$ cat src/verilog/bridge_protection_cfg.svh
// Constants of the bridge protection control block: frame addresses,
// field positions, reset values and timing figures.
// Assumes a 100 MHz ref_clk; every count is derived from the clock rate.
`ifndef BRIDGE_PROTECTION_CFG_SVH
`define BRIDGE_PROTECTION_CFG_SVH

// Clock rate in MHz.
`define CLK_MHZ 100

// Frame register addresses.
`define GC1_ADDR 7'h01
`define GC2_ADDR 7'h02
`define HBD_ADDR 7'h03

// Field positions in general_control_one.
`define GC1_GUARD_BIT 0
`define GC1_TOGGLE_BIT 1

// Field positions in general_control_two.
`define GC2_WDOFF_BIT 0
`define GC2_WDTO_BIT 1
`define GC2_VDSF_LO 2
`define GC2_OCF_LO 4
`define GC2_CSD_LO 6

// Reset values.
`define TOGGLE_RST 1'b0
`define GC2_RST 8'h00
`define HBD_RST 8'h00

// Drain-source overvoltage filter times in ns.
`define VDS_FILT_0_NS 500
`define VDS_FILT_1_NS 1000
`define VDS_FILT_2_NS 2000
`define VDS_FILT_3_NS 3000

// Overcurrent filter times in us.
`define OC_FILT_0_US 6
`define OC_FILT_1_US 12
`define OC_FILT_2_US 50
`define OC_FILT_3_US 100

// Watchdog timeouts in ms.
`define WD_SHORT_MS 50
`define WD_LONG_MS 200

// Conversions from time to cycles; filter times are least times.
`define NS_TO_CYC(ns) (((ns) * `CLK_MHZ + 999) / 1000)
`define US_TO_CYC(us) ((us) * `CLK_MHZ)
`define MS_TO_CYC(ms) ((ms) * 1000 * `CLK_MHZ)

`endif

$ cat src/verilog/bridge_protection_pkg.sv
// Types shared by the bridge protection control files.
// Assumes the constants header is compiled alongside.
`default_nettype none

package bridge_protection_pkg;
   // Filter counter wide enough for the longest overcurrent filter.
   typedef logic [13:0] filt_cnt_t;
   // Watchdog counter wide enough for the longest timeout.
   typedef logic [24:0] wd_cnt_t;
endpackage : bridge_protection_pkg

`default_nettype wire

$ cat src/verilog/bridge_protection_control.sv
// Protection control of a multi half-bridge gate driver: guarded watchdog
// disable, watchdog timeout, drain-source overvoltage shutdown, overcurrent
// filtering, drain reference and amplifier direction selection.
// Assumes decoded frames arrive on ref_clk from the serial interface logic,
// and comparator outputs and the variant strap arrive asynchronously on pins.
`include "bridge_protection_cfg.svh"
`default_nettype none

// What this block does
// - Guard frame then off frame disables watchdog.
// - Guard frame inverts toggle; toggle resets zero.
// - Intervening frame clears guard; watchdog stays.
// - Switch off MOSFET after persistent overvoltage.
// - Overvoltage filter: 0.5, 1, 2, 3 us.
// - Overcurrent filter selectable 6 to 100 us.
// - Drain reference: 1 shunt input, 0 drain.
// - Four-bridge variant: selection only bridges 1-4.
// - Direction select 0 means unidirectional amplifier.
// - Unserved watchdog: flag, fail-safe, all off.
// - Watchdog enabled after reset; frames switch it.
module bridge_protection_control
   import bridge_protection_pkg::*;
#(
   parameter int OC_CYC_2 = `US_TO_CYC(`OC_FILT_2_US),
   parameter int OC_CYC_3 = `US_TO_CYC(`OC_FILT_3_US),
   parameter int WD_SHORT_CYC = `MS_TO_CYC(`WD_SHORT_MS),
   parameter int WD_LONG_CYC = `MS_TO_CYC(`WD_LONG_MS)
)
(
   input wire logic ref_clk,
   input wire logic reset_n,
   input wire logic clk_en,
   input wire logic frame_valid,
   input wire logic frame_write,
   input wire logic [6:0] frame_addr,
   input wire logic [7:0] frame_data,
   input wire logic fault_clear,
   input wire logic four_hb_variant,
   input wire logic [15:0] gate_cmd,
   input wire logic [15:0] vds_over,
   input wire logic [1:0] oc_over,
   output logic [15:0] gate_enable,
   output logic [15:0] vds_fault,
   output logic [1:0] oc_fault,
   output logic [7:0] drain_ref_is_shunt,
   output logic [1:0] amp_unidirectional,
   output logic wd_enabled,
   output logic wd_fail,
   output logic fail_safe,
   output logic guard_armed
);

   localparam filt_cnt_t VDS_CYC_0 = 14'(`NS_TO_CYC(`VDS_FILT_0_NS));
   localparam filt_cnt_t VDS_CYC_1 = 14'(`NS_TO_CYC(`VDS_FILT_1_NS));
   localparam filt_cnt_t VDS_CYC_2 = 14'(`NS_TO_CYC(`VDS_FILT_2_NS));
   localparam filt_cnt_t VDS_CYC_3 = 14'(`NS_TO_CYC(`VDS_FILT_3_NS));
   localparam filt_cnt_t OC_CYC_0 = 14'(`US_TO_CYC(`OC_FILT_0_US));
   localparam filt_cnt_t OC_CYC_1 = 14'(`US_TO_CYC(`OC_FILT_1_US));

   // Tells whether the current frame is a write to the given address.
   function automatic logic write_to(input logic v, input logic w, input logic [6:0] a,
                                     input logic [6:0] target);
      write_to = v && w && (a == target);
   endfunction : write_to

   // Filter limit for a two-bit selection out of four choices.
   function automatic filt_cnt_t pick_limit(input logic [1:0] sel, input filt_cnt_t l0,
                                            input filt_cnt_t l1, input filt_cnt_t l2,
                                            input filt_cnt_t l3);
      unique case (sel)
         2'h0: pick_limit = l0;
         2'h1: pick_limit = l1;
         2'h2: pick_limit = l2;
         2'h3: pick_limit = l3;
      endcase
   endfunction : pick_limit

   logic [1:0] rst_sync_q;
   logic rst_n_int;
   logic [15:0] vds_meta_q;
   logic [15:0] vds_sync_q;
   logic [1:0] oc_meta_q;
   logic [1:0] oc_sync_q;
   logic var_meta_q;
   logic var_sync_q;

   // Reset release through two flip-flops.
   always_ff @(posedge ref_clk or negedge reset_n)
   begin
      if (!reset_n)
         rst_sync_q <= 2'h0;
      else if (clk_en)
         rst_sync_q <= {rst_sync_q[0], 1'b1};
   end
   assign rst_n_int = rst_sync_q[1];

   // Two-stage synchronisers for comparator pins and the variant strap.
   always_ff @(posedge ref_clk or negedge rst_n_int)
   begin
      if (!rst_n_int)
      begin
         vds_meta_q <= 16'h0000;
         vds_sync_q <= 16'h0000;
         oc_meta_q <= 2'h0;
         oc_sync_q <= 2'h0;
         var_meta_q <= 1'b0;
         var_sync_q <= 1'b0;
      end
      else if (clk_en)
      begin
         vds_meta_q <= vds_over;
         vds_sync_q <= vds_meta_q;
         oc_meta_q <= oc_over;
         oc_sync_q <= oc_meta_q;
         var_meta_q <= four_hb_variant;
         var_sync_q <= var_meta_q;
      end
   end

   // Frame decode.
   wire wr_gc1 = write_to(frame_valid, frame_write, frame_addr, `GC1_ADDR);
   wire wr_gc2 = write_to(frame_valid, frame_write, frame_addr, `GC2_ADDR);
   wire wr_hbd = write_to(frame_valid, frame_write, frame_addr, `HBD_ADDR);

   logic guard_q;
   logic toggle_q;
   logic wd_off_q;
   logic [7:0] gc2_q;
   logic [7:0] hbd_q;
   wd_cnt_t wd_cnt_q;

   // Guard arms only on a general_control_one write with the guard bit set;
   // the very next frame disarms it unless it is another guard write.
   wire guard_d = frame_valid ? (wr_gc1 && frame_data[`GC1_GUARD_BIT]) : guard_q;
   // Watchdog off needs the armed guard; writing zero turns it back on.
   wire off_req = wr_gc2 && frame_data[`GC2_WDOFF_BIT];
   wire wd_off_d = off_req ? (guard_q | wd_off_q) :
                   (wr_gc2 ? 1'b0 : wd_off_q);
   // A changed toggle value serves the watchdog.
   wire serve = wr_gc1 && (frame_data[`GC1_TOGGLE_BIT] != toggle_q);
   wire wd_run = !wd_off_q && !fail_safe;
   wire wd_cnt_t wd_limit = gc2_q[`GC2_WDTO_BIT] ? 25'(WD_LONG_CYC - 1) :
                                                  25'(WD_SHORT_CYC - 1);
   wire wd_expire = wd_run && (wd_cnt_q == wd_limit);
   wire wd_cnt_t wd_cnt_d = (!wd_run || serve) ? '0 : wd_cnt_q + 25'h0000001;

   // Control registers and watchdog state.
   always_ff @(posedge ref_clk or negedge rst_n_int)
   begin
      if (!rst_n_int)
      begin
         guard_q <= 1'b0;
         toggle_q <= `TOGGLE_RST;
         wd_off_q <= 1'b0;
         gc2_q <= `GC2_RST;
         hbd_q <= `HBD_RST;
         wd_cnt_q <= '0;
      end
      else if (clk_en)
      begin
         guard_q <= guard_d;
         toggle_q <= wr_gc1 ? frame_data[`GC1_TOGGLE_BIT] : toggle_q;
         wd_off_q <= wd_off_d;
         gc2_q <= wr_gc2 ? frame_data : gc2_q;
         hbd_q <= wr_hbd ? frame_data : hbd_q;
         wd_cnt_q <= wd_cnt_d;
      end
   end

   // Filter limits chosen from the control fields.
   wire filt_cnt_t vds_limit = pick_limit(gc2_q[`GC2_VDSF_LO +: 2], VDS_CYC_0, VDS_CYC_1,
                                          VDS_CYC_2, VDS_CYC_3);
   wire filt_cnt_t oc_limit = pick_limit(gc2_q[`GC2_OCF_LO +: 2], OC_CYC_0, OC_CYC_1,
                                         14'(OC_CYC_2), 14'(OC_CYC_3));

   logic [17:0] trip;

   // One filter per MOSFET for drain-source voltage, one per shunt channel.
   genvar i;
   generate
      for (i = 0; i < 18; i++)
      begin : g_filt
         wire lvl = (i < 16) ? (gate_enable[i % 16] && vds_sync_q[i % 16]) :
                               oc_sync_q[i % 2];
         glitch_filter u_filt (
            .clk(ref_clk),
            .rst_n(rst_n_int),
            .clk_en(clk_en),
            .level(lvl),
            .limit((i < 16) ? vds_limit : oc_limit),
            .tripped(trip[i])
         );
      end
   endgenerate

   // Output values; a new fault wins over a simultaneous clear.
   wire [15:0] vds_fault_d = trip[15:0] | (fault_clear ? 16'h0000 : vds_fault);
   wire [1:0] oc_fault_d = trip[17:16] | (fault_clear ? 2'h0 : oc_fault);
   wire wd_fail_d = wd_expire | (!fault_clear && wd_fail);
   wire fail_safe_d = wd_expire | (!fault_clear && fail_safe);
   wire [15:0] gate_enable_d = gate_cmd & ~vds_fault_d & {16{!fail_safe_d}};
   wire [7:0] drain_ref_d = var_sync_q ? {4'h0, hbd_q[3:0]} : hbd_q;
   wire [1:0] amp_unidir_d = ~gc2_q[`GC2_CSD_LO +: 2];

   // Output registers.
   always_ff @(posedge ref_clk or negedge rst_n_int)
   begin
      if (!rst_n_int)
      begin
         gate_enable <= 16'h0000;
         vds_fault <= 16'h0000;
         oc_fault <= 2'h0;
         drain_ref_is_shunt <= 8'h00;
         amp_unidirectional <= 2'h3;
         wd_enabled <= 1'b1;
         wd_fail <= 1'b0;
         fail_safe <= 1'b0;
         guard_armed <= 1'b0;
      end
      else if (clk_en)
      begin
         gate_enable <= gate_enable_d;
         vds_fault <= vds_fault_d;
         oc_fault <= oc_fault_d;
         drain_ref_is_shunt <= drain_ref_d;
         amp_unidirectional <= amp_unidir_d;
         wd_enabled <= !wd_off_d;
         wd_fail <= wd_fail_d;
         fail_safe <= fail_safe_d;
         guard_armed <= guard_d;
      end
   end

endmodule : bridge_protection_control

`default_nettype wire

$ cat src/verilog/glitch_filter.sv
// Persistence filter: reports an input level only after it has stayed
// high for a programmed number of cycles.
// Assumes the level input is already synchronous to clk.
`default_nettype none

module glitch_filter
   import bridge_protection_pkg::*;
(
   input wire logic clk,
   input wire logic rst_n,
   input wire logic clk_en,
   input wire logic level,
   input wire filt_cnt_t limit,
   output logic tripped
);

   filt_cnt_t cnt_q;
   filt_cnt_t cnt_d;
   logic tripped_d;

   // Any drop of the level restarts the count; the count saturates at limit.
   assign cnt_d = !level ? '0 : (cnt_q < limit) ? cnt_q + 14'h0001 : cnt_q;
   assign tripped_d = level && (cnt_q >= limit);

   // Counter and output register.
   always_ff @(posedge clk or negedge rst_n)
   begin
      if (!rst_n)
      begin
         cnt_q <= '0;
         tripped <= 1'b0;
      end
      else if (clk_en)
      begin
         cnt_q <= cnt_d;
         tripped <= tripped_d;
      end
   end

endmodule : glitch_filter

`default_nettype wire

$ cat config.mk
export PLATFORM = sky130hd
export DESIGN_NAME = bridge_protection_control
export DESIGN_NICKNAME = d
export VERILOG_FILES = /design/src/verilog/bridge_protection_pkg.sv /design/src/verilog/bridge_protection_control.sv /design/src/verilog/glitch_filter.sv
export VERILOG_INCLUDE_DIRS = /design/src /design/src/verilog
export SDC_FILE = /design/constraint.sdc
export NUM_CORES = 1
export LEC_CHECK = 0
export ABC_AREA = 1
export BUFFER_PORTS_ARGS = -buffer_cell sky130_fd_sc_hd__buf_2
export CORE_UTILIZATION = 55
export CTS_BUF_LIST = sky130_fd_sc_hd__clkbuf_4
export DETAILED_ROUTE_END_ITERATION = 8
export GPL_TIMING_DRIVEN = 0
export PLACE_DENSITY = 0.72
export SYNTH_ARGS = -nofsm -noshare
export SYNTH_HDL_FRONTEND = slang
export SYNTH_SLANG_ARGS = --single-unit
$ cat constraint.sdc
create_clock -name ref_clk -period 13.6 [get_ports ref_clk]
set_clock_uncertainty 0.1 [all_clocks]
set_input_delay 2.72 -clock ref_clk [delete_from_list [all_inputs] [get_ports ref_clk]]
set_output_delay 2.72 -clock ref_clk [all_outputs]
set_load 0.005 [all_outputs]
## Word-level counts from Yosys, hierarchy flattened

Cells that the tools add are included.

- Bits in latches: 0
- Memory bits (writable): 0
- Word-level logic and storage cells: 272
- Memories kept: 0
- Output and inout bits: 48
- Input bits: 56
- Register bits after elaboration: 401
- ROM bits: 0

- Bitwise gates (word level): 9
- Equal/unequal tests: 29
- Mux-type cells: 46
- Reductions and logical operators: 76
- Order comparisons: 36
- $mul: 0
- Div/mod/pow operators: 0
- $add $sub $neg: 19
- Shift operators: 0

Operators by type and width:

| operator | number |
|---|---|
| 2-to-1 mux 14 bit | 36 |
| adder 14 x 1 -> 14 bit (second input constant) | 18 |
| greater-or-equal comparator 14 bit | 18 |
| less-than comparator 14 bit | 18 |
| case mux 14 bit (4 select lines) | 2 |
| 2-to-1 mux 25 bit | 2 |
| logical AND 1 bit | 45 |
| AND reduction 2 bit | 22 |
| AND 16 bit | 2 |
| inequality test 2 bit (second input constant) | 16 |
| adder 25 x 1 -> 25 bit (second input constant) | 1 |
| equality test 25 bit | 1 |
| 2-to-1 mux 16 bit | 1 |
| NOT 16 bit | 1 |
| bitwise OR 16 bit | 1 |
| equality test 7 x 2 -> 1 bit (second input constant) | 2 |
| equality test 2 bit (second input constant) | 4 |
| 2-to-1 mux 8 bit | 1 |
| equality test 7 x 1 -> 1 bit (second input constant) | 1 |
| logical NOT 1 bit | 6 |
| equality test 2 x 1 -> 1 bit (second input constant) | 2 |
| logical NOT 2 bit | 2 |
| inequality test 2 x 1 -> 1 bit (second input constant) | 2 |
| 2-to-1 mux 1 bit | 3 |
| 6 further kinds | 8 |

## Depth between registers and ports, before layout

Gate-level depths: netlist of run 1.

- Depth after elaboration: 6
- Gate-level depth with buffers: 15
- Mapped depth without buffers: 14

## Modules after synthesis

Synthesis of run 1 repeated with hierarchy kept, for this count alone.

- Cell total of the unflattened synthesis: 4578
- Area total of the unflattened synthesis: 30458.0 µm²

By module, submodules not included:

| module | cells an instance | area an instance (µm²) | sequential area each (µm²) | times used |
|---|---|---|---|---|
| glitch_filter at g_filt[0].u_filt ... | 210 | 1340.0 | 375.4 | 17 |
| bridge_protection_control | 799 | 6344.8 | 3256.9 | 1 |
| glitch_filter at g_filt[17].u_filt | 209 | 1332.5 | 375.4 | 1 |

## Worst setup path before layout of run 1

Ideal clock, no wire load.

- Path kind: reg2reg
- Start: register rst_sync_q[1] (netlist name)
- End: register rst_sync_q[1]
- Data required time: 13.390 ns
- Arrival time: 9.224 ns
- Period minus slack after synthesis: 9.433 ns
- Slack: 4.167 ns
- Setup time: 0.110 ns
- Stages on the path, launching flop included: 3
- Path through: dfrtp_1 -> nand2_1 -> o21ai_0

RTL lines:

| what | line | text |
|---|---|---|
| end signal: assignment | bridge_protection_control.sv:93 | `rst_sync_q <= {rst_sync_q[0], 1'b1};` |
| end: declaration | bridge_protection_control.sv:78 | `logic [1:0] rst_sync_q;` |

## Worst setup path after layout of run 1

- Start: register gc2_q[2]
- End: register g_filt[14].u_filt.cnt_q[3]

- Cells in the longest elaborated chain, start to end: 5
- Elaborated cells between the ends (all ways): 8
- Those cells by class: order compare: 1; eq/ne: 4; mux: 1; reduce/logical: 2

Ends and longest elaborated chain:

| what | line | text |
|---|---|---|
| start: declaration | bridge_protection_control.sv:128 | `logic [7:0] gc2_q;` |
| start signal: assignment | bridge_protection_control.sv:155 | `` gc2_q <= `GC2_RST; `` |
| start signal: assignment | bridge_protection_control.sv:164 | `gc2_q <= wr_gc2 ? frame_data : gc2_q;` |
| equality test 2 bit, or another cell as far along | bridge_protection_control.sv:70 | `unique case (sel)` |
| case mux 14 bit (4 select lines) (*) | bridge_protection_control.sv:70 |  |
| less-than comparator 14 bit (*) | glitch_filter.sv:22 | `assign cnt_d = !level ? '0 : (cnt_q < limit) ? cnt_q + 14'h0001 : cnt_q;` |
| inequality test 2 bit (no source line) (*) | - |  |
| AND reduction 2 bit (no source line) (*) | - |  |
| end signal: assignment | glitch_filter.sv:35 | `cnt_q <= cnt_d;` |
| end: declaration | glitch_filter.sv:17 | `filt_cnt_t cnt_q;` |

Mark *: on every way between the ends. The rest lies on a longest branch, timed or not. The select of a mux whose other input is x is not followed.
A chain may end at the register's enable or synchronous reset.

==> results of run 1 <==
[per-stage QoR]
stage               hold WS (ns)  setup TNS (ns)  total power, mW  utilization
CTS                       0.2546               0            2.672       0.6232
global placement          0.3159        -1281.26            1.477       0.5847
detailed placement        0.2458               0            1.487       0.5897
global route              0.2746               0            2.765       0.6233
finish                    0.2214               0            2.643       0.6233
floorplan                 0.3058               0            1.390            -
[state kept, by name, indices dropped and copies added, names as in the netlist, 2 cells and up]
name                   cells
amp_unidirectional         2
drain_ref_is_shunt         8
g_filt.u_filt.cnt_q      252
g_filt.u_filt.tripped     18
gate_enable               16
gc2_q                      7
hbd_q                      8
oc_fault                   2
oc_meta_q                  2
oc_sync_q                  2
rst_sync_q                 2
vds_fault                 16
vds_meta_q                16
vds_sync_q                16
wd_cnt_q                  25
[routing by layer]
metal | vias to the layer above | global-route usage | part of all wire
met4 | 2 | 0.1066 | 0.030
li1 | 11680 | - | -
met5 | - | 0 | 0.00013
met3 | 141 | 0.05895 | 0.073
met2 | 678 | 0.4707 | 0.45
met1 | 10580 | 0.4156 | 0.45
[synth_stat cells (all sizes together)]
master / number / share of area
xnor2: 17 / 0.0059
nand2: 1338 / 0.20
o21a: 2 / 0.00060
dfstp: 3 / 0.0031
nand3: 373 / 0.076
xor2: 31 / 0.011
nor3: 55 / 0.014
nor4: 1 / 0.00025
o21ai: 60 / 0.012
and3: 2 / 0.00050
nor2b: 1 / 0.00055
nor2: 348 / 0.054
nor3b: 27 / 0.0080
o21bai: 4 / 0.0012
clkbuf: 24 / 0.0036
a21oi: 60 / 0.012
ha: 177 / 0.088
a21boi: 64 / 0.019
a22o: 2 / 0.00069
dfrtp: 397 / 0.39
nand4: 58 / 0.014
or2: 18 / 0.0047
buf: 62 / 0.017
inv: 378 / 0.056
clkinv: 2 / 0.00030
[report_power, final]
part | leakage (nW) | switching (mW) | internal (mW)
clock | 0.884 | 0.538 | 0.640
combinational | 9.05 | 0.157 | 0.0594
sequential | 5.48 | 0.0318 | 1.22
[how the worst max path moves through the flow]
| stage | from | end | slack (ns) | cells after the start |
|---|---|---|---|---|
| floorplan | rst_sync_q[1] | drain_ref_is_shunt[0] | 1.51 | 0 |
| global placement | rst_sync_q[1] | g_filt[2].u_filt.cnt_q[4] | -3.29 | 0 |
| detailed placement | clk_en | g_filt[4].u_filt.cnt_q[13] | 8.91 | 5 |
| CTS | gc2_q[2] | g_filt[13].u_filt.cnt_q[9] | 9.02 | 15 |
| global route | gc2_q[2] | g_filt[1].u_filt.cnt_q[8] | 8.88 | 12 |
| finish | gc2_q[2] | g_filt[14].u_filt.cnt_q[3] | 9.02 | 15 |
[cells by family (layout without fill, tap and decap cells)]
logic type      after synthesis  count (layout)
flops                       400             400
simple gates               2221            2221
xor+xnor                     48              48
compound gates              192             192
buf+inv                     466             781
other cells                   0               2
fa+ha+maj                   177             177
[layout by cell type (no fill, tap or decap), types with 8 or more instances in the layout]
master / instances
buf_2: 137
nor3b_1: 27
ha_1: 175
clkbuf_1: 24
a21oi_1: 60
nand3_1: 365
buf_4: 12
nor2_2: 8
o21ai_1: 8
inv_1: 375
nand2_1: 1297
xnor2_1: 17
nand4_1: 58
nor3_2: 12
a21boi_1: 15
clkinv_1: 33
nor2_1: 335
xor2_1: 31
nor3_1: 41
or2_0: 14
buf_6: 13
dfrtp_1: 396
a21boi_0: 49
o21ai_0: 52
nand2_2: 39
clkbuf_4: 162
[worst max-delay path: cells and delay by family (launching register included)]
kind,cells,cell delay [ns]
DFF,1,0.40
and+or+nand+nor,9,0.81
adders and majority gates,2,1.33
buffers and inverters,4,1.80
[layout make-up]
cell class / instances / share of cell area
well taps: 600 / 0.02660
clock inverters: 42 / 0.01059
flip-flops and latches: 400 / 0.3549
plain buffers: 86 / 0.01800
diodes: 2 / 0.0001773
clock buffers: 162 / 0.04309
inverters: 380 / 0.05071
multi-input cells: 2638 / 0.4701
repair buffers: 111 / 0.02580
==> out/qor.csv, run 1 <==
metric;value;unit
postCtsHoldBufs;0;
outcome;complete, no violations;
rsz0062_at_grt;no;
vias_per_cell;5.221;
area_growth;11.96;%
worst_pin_slew;1.420;ns
timing.fmax;218.2;MHz
finalSetupViolCount;0;
insertion_delay;0.87;ns
grt_pass1_wl;112.0;mm
hp-class;reg2async;
synth-simple-area-share;0.3760;
finalHoldViolCount;0;
startpoint_type;register;
grt_overflow_total;0;
post_cts_resized;0;
wire_per_inst;15.42;µm
cp_slowest_cell;inv_1;
leakagePower;15.42;nW
clkTransAtPathRegs;0.07;ns
path_cells;inv_1, buf_16, ha_2, inv_1, ha_1, nand2_1, nor2_1, nand2_1, nand3_1, nand2_1, nand2_1, nand2_2, buf_4, nand3_1, nand2_1;
ys_ff_latch;400;
antenna_left;0;
worst_slack;9.018;ns
cp_slowest_stage_delay;0.86;ns
gp_congestion;0.9063;
grt_max_degree;73;
wirelength;68.18;mm
drv_cap;0;
cts_sinks;400;
seq_area_frac_synth;0.3972;
register_area;10020;µm²
dieWidth;216.1;µm
post-dp-hpwl;46.78;mm
std_cell_rows;78;
numCtsBuffers;109;
placed_cells;4215;
drive_gt1_frac;0.1134;
fin_cells;4421;
crit_path_end_kind;register;
arrival;5.20;ns
boundaryPins;104;
reg2reg_depth;15;
fillers;4267;
syn_area_per_cell;7.195;µm²
fp.coreArea;45280;µm²
num_vias;23080;
syn-num-nets;3737;
slew_headroom;0.05232;
synth.distinct_cells;42;
clock-root-buffer;clkbuf_4;
period_minus_slack;4.582;ns
multi_input_area;13270;µm²
synthesis.area;25210;µm²
drt_iter0_markers;1857;
crit_fanout;17;
synthMuxAreaShare;0;
dp_slack;8.910;ns
io_buffers;103;
final_nets;3959;
r2r_slack;9.02;ns
design_area;28230;µm²
drc;0;
cts_buffer_depth;3;
synth_top_family_by_area;simple AND/OR/NAND/NOR gates;
drv_slew;0;
die_h;216.1;µm
first_pass_iters;6;
grt_pass1_vias;21540;
die_area;46700;µm²
track_usage;0.3007;
p_per_area;93.63;nW/µm²
peakVddDrop;68.15;µV
cpMostUsedCell;nand2_1;
start_util;0.5567;
cts_tree;done;
critical_path_class;reg2reg;
crit_required;14.22;ns
r2r-end;g_filt[14].u_filt.cnt_q[3];
r2r-start;gc2_q[2];
place_area;26710;µm²
synth_xor_area_frac;0.01668;
synth_compound_area_frac;0.04536;
min_period_over_period;0.3369;
synthAdderAreaFrac;0.08785;
antenna_found_initial;3;
h-tree-depth;3;
syn-instance-count;3504;
synth_warnings;0;
post-cts-setup-buffer-count;0;
(Power assumes the default switching activity.)
==> inputs of run 2 (changes only) <==
--- a/config.mk
+++ b/config.mk
@@ -12,7 +12,7 @@
 export CTS_BUF_LIST = sky130_fd_sc_hd__clkbuf_4
 export DETAILED_ROUTE_END_ITERATION = 8
 export GPL_TIMING_DRIVEN = 0
-export PLACE_DENSITY = 0.72
+export PLACE_DENSITY = 0.75
 export SYNTH_ARGS = -nofsm -noshare
 export SYNTH_HDL_FRONTEND = slang
 export SYNTH_SLANG_ARGS = --single-unit
==> constraint.sdc (replaced) <==
create_clock -name ref_clk -period 4.1 [get_ports ref_clk]
set_clock_uncertainty 0.1 [all_clocks]
set_input_delay 0.82 -clock ref_clk [delete_from_list [all_inputs] [get_ports ref_clk]]
set_output_delay 0.82 -clock ref_clk [all_outputs]
set_load 0.005 [all_outputs]
==> run 2 against run 1 <==
Against the previous run: clock power grew to 3.0 times the previous value; combinational power increased to 3.4 times the previous value; utilization fell by 0.22 points; wire length decreased by 0.24%; critical path depth is 2 lower; via count rose by 1.0%; final area down 0.35%; count of clock-buffer cells in the layout shrank 6; fmax is 20% higher; critical endpoint is now g_filt[1].u_filt.cnt_q[8]; largest power group unchanged; register-to-register slack worse by 8.7 ns.
==> out/qor.csv, run 2 (synthesis results as in run 1) <==
metric;value;unit
fillers;4222;
clock-root-buffer;clkbuf_4;
critical_path_class;reg2reg;
cts_buffer_depth;3;
grt_pass1_wl;112.0;mm
r2r_slack;0.29;ns
gp_congestion;0.9081;
io_buffers;103;
endpoint;g_filt[1].u_filt.cnt_q[8];
crit_path_end_kind;register;
cpMostUsedCell;nand2_1;
die_h;216.1;µm
dieWidth;216.1;µm
final_cell_mix;nand2_1, dfrtp_1, inv_1, nand3_1, nor2_1;
grt_pass1_vias;21790;
drv_slew;0;
power.internal;6.033;mW
vias_per_cell;5.282;
fp.coreArea;45280;µm²
die_area;46700;µm²
crit_required;4.75;ns
design_area;28130;µm²
crit_start;gc2_q[2];
finalSetupViolCount;0;
drive_gt1_frac;0.1126;
crit_fanout;18;
reg2reg_depth;13;
cts_sinks;400;
leakagePower;15.35;nW
grt_overflow_total;0;
clkTransAtPathRegs;0.06;ns
drt_iter0_markers;1825;
numCtsBuffers;107;
path_cells;inv_1, ha_2, clkinvlp_4, buf_4, ha_1, nand2_1, nor3_1, nand2_1, nand2_1, nand2_2, buf_4, nand3_1, nand2_1;
startpoint_type;register;
p_sw;2.370;mW
multi_input_area;13270;µm²
final_common_cell;nand2_1;
largest_registers;g_filt.u_filt.cnt_q x252, wd_cnt_q x25, g_filt.u_filt.tripped x18;
r2r-start;gc2_q[2];
insertion_delay;0.87;ns
final_nets;3965;
register_area;10020;µm²
path_buf_inv;4;
antenna_left;0;
peakVddDrop;213.6;µV
r2r-end;g_filt[1].u_filt.cnt_q[8];
placed_cells;4215;
seq_power_share;0.493;
clock_power_share;0.421;
drc;0;
wire_per_inst;15.41;µm
min_period_over_period;0.9299;
place_area;26710;µm²
cts_tree;done;
hp-class;in2reg;
post-dp-hpwl;46.68;mm
antenna_found_initial;3;
swShare;0.2820;
h-tree-depth;3;
finalHoldViolCount;0;
drv_cap;0;
first_pass_iters;7;
period_minus_slack;3.813;ns
worst_slack;0.2873;ns
largest_reg_flops;252;
boundaryPins;104;
critPathTopFamily;adder cells;
top_register;g_filt.u_filt.cnt_q;
timing.fmax;262.3;MHz
cp_slowest_cell;ha_2;
cp.depth;13;
dp_slack;-0.2665;ns
grt_max_degree;70;
rsz0062_at_grt;no;
num_vias;23320;
cp_slowest_stage_delay;0.94;ns
slew_headroom;0.1169;
wirelength;68.02;mm
start_util;0.5567;
outcome;complete, no violations;
combPwrFrac;0.086;
fin_cells;4415;
area_growth;11.57;%
worst_pin_slew;1.323;ns
arrival;4.47;ns
track_usage;0.2997;
std_cell_rows;78;
power;8.403;mW
p_per_area;298.7;nW/µm²
run 2: cell count changes in the layout (fill, tap and decap cells not counted), sizes merged, moves of 3 or more:
| cell | previous run | this run |
|---|---|---|
| diode | 2 | 5 |
| buf | 173 | 177 |
| bufinv | 5 | 1 |
| clkinv | 38 | 28 |
| dlygate4sd3 | 0 | 4 |
| clkbuf | 186 | 180 |
run 2: tightest hold or removal path, delay by kind of cell:
family                 cells  cell delay, ns
buffers and inverters      1            0.07
and+or+nand+nor            2            0.09
run 2: metrics by stage:
step / util / hold slack (ns) / setup TNS, ns
2_1_floorplan: - / 0.3058 / 0
3_3_place_gp: 0.5848 / 0.3143 / -1043.41
3_5_place_dp: 0.5897 / 0.2125 / -29.65
4_1_cts: 0.6209 / 0.005245 / 0
5_1_grt: 0.6211 / -0.0005848 / 0
6_report: 0.6212 / 0.05846 / 0
run 2: how the worst min path moves through the flow:
stage,start,end,slack [ns],cells after the start
after floorplan,gc2_q[6],amp_unidirectional[0],0.31,1
after global placement,gc2_q[7],amp_unidirectional[1],0.31,1
after detailed placement,rst_sync_q[1],hbd_q[0],0.21,0
after CTS,vds_over[0],vds_meta_q[0],0.005,3
after global routing,vds_over[6],vds_meta_q[6],-0.0006,3
final,vds_over[2],vds_meta_q[2],0.06,3
run 2: layout make-up:
type / instances / share of cell area
Tap cell: 600 / 0.02669
Multi-Input combinational cell: 2638 / 0.4718
Timing Repair Buffer: 119 / 0.02882
Sequential cell: 400 / 0.3561
Clock inverter: 31 / 0.005293
Antenna cell: 5 / 0.0004448
Buffer: 86 / 0.01806
Clock buffer: 156 / 0.04164
Inverter: 380 / 0.05115
run 2: what timing repair did:
item,4_1_cts,5_1_grt
resized for setup,2,0
hold buffers,4,0
hold endpoints to repair,5,0
buffers inserted,4,0
setup endpoints to repair,205,0
run 2: metal layers:
layer | GRT usage | up-vias | part of all wire
met5 | 0 | - | 0
met3 | 0.06007 | 148 | 0.068
met4 | 0.1075 | 0 | 0.030
li1 | - | 11660 | -
met1 | 0.4159 | 10800 | 0.46
met2 | 0.4656 | 709 | 0.44
run 2: power by group through the flow:
stage	combinational, mW	clock (mW)	sequential (mW)
finish	0.724	3.54	4.14
global placement	0.583	0	4.31
detailed placement	0.721	0	4.21
floorplan	0.358	0	4.25
CTS	0.730	3.62	4.14
global route	0.818	3.82	4.15
==> inputs of run 3 (changes only) <==
--- a/config.mk
+++ b/config.mk
@@ -12,7 +12,7 @@
 export CTS_BUF_LIST = sky130_fd_sc_hd__clkbuf_4
 export DETAILED_ROUTE_END_ITERATION = 8
 export GPL_TIMING_DRIVEN = 0
-export PLACE_DENSITY = 0.75
+export PLACE_DENSITY = 0.72
 export SYNTH_ARGS = -nofsm -noshare
 export SYNTH_HDL_FRONTEND = slang
 export SYNTH_SLANG_ARGS = --single-unit
==> constraint.sdc (replaced) <==
create_clock -name ref_clk -period 4.65 [get_ports ref_clk]
set_clock_uncertainty 0.1 [all_clocks]
set_input_delay 0.93 -clock ref_clk [delete_from_list [all_inputs] [get_ports ref_clk]]
set_output_delay 0.93 -clock ref_clk [all_outputs]
set_load 0.005 [all_outputs]
==> run 3 against run 2 <==
Against the previous run: final area decreased by 0.25%; count of clock-buffer cells in the layout decreased by 1; sequential power decreased by 12%; fmax decreased by 14%; sequential share of layout area increased by 0.091 points; total power decreased by 12%; global-route usage decreased by 0.17 points; register-to-register slack got worse by 0.07 ns; die area unchanged; critical endpoint is now g_filt[15].u_filt.cnt_q[9].
==> out/qor.csv, run 3 (synthesis results as in run 1) <==
metric;value;unit
outcome;complete, no violations;
largest_registers;g_filt.u_filt.cnt_q x252, wd_cnt_q x25, g_filt.u_filt.tripped x18;
top_register;g_filt.u_filt.cnt_q;
timing.fmax;225.7;MHz
peakVddDrop;178.8;µV
die_area;46700;µm²
post-dp-hpwl;47.40;mm
cts_buffer_depth;3;
cp_slowest_cell;clkinvlp_4;
crit_fanout;18;
period_minus_slack;4.430;ns
wirelength;68.28;mm
start_util;0.5567;
leakagePower;15.33;nW
worst_pin_slew;1.286;ns
cts_sinks;400;
vias_per_cell;5.218;
finalHoldViolCount;0;
rsz0062_at_grt;no;
insertion_delay;0.91;ns
drv_slew;0;
wire_per_inst;15.46;µm
crit_required;5.29;ns
io_buffers;103;
clkTransAtPathRegs;0.07;ns
grt_overflow_total;0;
final_nets;3959;
boundaryPins;104;
grt_max_degree;72;
area_growth;11.29;%
die_h;216.1;µm
grt_pass1_wl;110.2;mm
cpMostUsedCell;nand2_1;
fillers;4311;
hp-class;in2reg;
track_usage;0.2981;
critical_path_class;reg2reg;
first_pass_iters;7;
startpoint_type;register;
fp.coreArea;45280;µm²
std_cell_rows;78;
cts_tree;done;
fin_cells;4416;
antenna_found_initial;4;
antenna_left;0;
power;7.394;mW
crit_path_end_kind;register;
design_area;28060;µm²
place_area;26680;µm²
cp_slowest_stage_delay;0.90;ns
drive_gt1_frac;0.1131;
num_vias;23040;
placed_cells;4214;
dieWidth;216.1;µm
min_period_over_period;0.9527;
gp_congestion;0.8902;
register_area;10020;µm²
h-tree-depth;3;
drc;0;
finalSetupViolCount;0;
final_common_cell;nand2_1;
multi_input_area;13270;µm²
post-route-util;0.6196;
drt_iter0_markers;1872;
final_cell_mix;nand2_1, dfrtp_1, inv_1, nand3_1, nor2_1;
numCtsBuffers;108;
largest_reg_flops;252;
slew_headroom;0.1414;
arrival;5.07;ns
grt_pass1_vias;21220;
clock-root-buffer;clkbuf_4;
p_per_area;263.5;nW/µm²
drv_cap;0;
path_cells;clkinvlp_4, ha_1, clkinvlp_4, ha_1, nand2_1, nor2_1, nand2_1, nand3_1, nand2_1, nand2_1, nand2_2, buf_4, nand3_1, nand2_1;
[run 3: final timing paths]
kind	cells past startpoint	end	slack, ns	startpoint
hold / removal	3	vds_meta_q[2]	0.15	vds_over[2]
setup reg to reg	14	g_filt[15].u_filt.cnt_q[9]	0.22	gc2_q[2]
setup / recovery	14	g_filt[15].u_filt.cnt_q[9]	0.22	gc2_q[2]
min in group asynchronous	2	rst_sync_q[0]	0.27	reset_n
max in group asynchronous	3	g_filt[5].u_filt.cnt_q[4]	2.64	rst_sync_q[1]
hold reg to reg	0	vds_meta_q[14]	0.28	rst_sync_q[1]
[run 3: report_power, final]
part	leakage (nW)	total [mW]	switching (mW)	internal [mW]
combinational	9.04	0.633	0.458	0.175
sequential	5.48	3.66	0.0976	3.56
clock	0.810	3.10	1.57	1.54
total	15.3	7.39	2.12	5.27
[run 3: metal layers]
layer,GRT usage,routed length [µm],up-vias
met5,0,14,-
met4,0.1016,2009,2
met3,0.05656,4362,134
met2,0.4717,30760,628
met1,0.4105,31130,10630
li1,-,-,11650
[run 3: final cells by class]
class / count / area share
multi-input cells: 2638 / 0.4729
well taps: 600 / 0.02676
inverters: 380 / 0.05142
plain buffers: 86 / 0.01811
diodes: 5 / 0.0004460
repair buffers: 112 / 0.02560
clock buffers: 155 / 0.04147
flip-flops and latches: 400 / 0.3570
clock inverters: 40 / 0.006288
[run 3: per-stage QoR]
step                setup slack, ns  hold WS (ns)  TNS (ns)
floorplan                    0.6153        0.3058         0
global placement             -1.339        0.3167   -634.06
detailed placement          -0.3298        0.3084    -49.50
CTS                         0.09873       0.07011         0
global route                0.03353        0.1074         0
finish                       0.2197        0.1463         0
[run 3: critical path: cells and delay by family (launching register included)]
kind	cells	cell delay [ns]
DFF	1	0.42
buffers and inverters	3	1.64
adders and majority gates	2	1.32
and+or+nand+nor	9	0.79
[run 3: what timing repair did]
item / CTS / global route
endpoints found under the setup margin: 240 / 16
setup buffers: 0 / 1
gates cloned: 0 / 0
resized for setup: 1 / 2
hold endpoints to repair: 2 / 0
hold buffers: 1 / 0
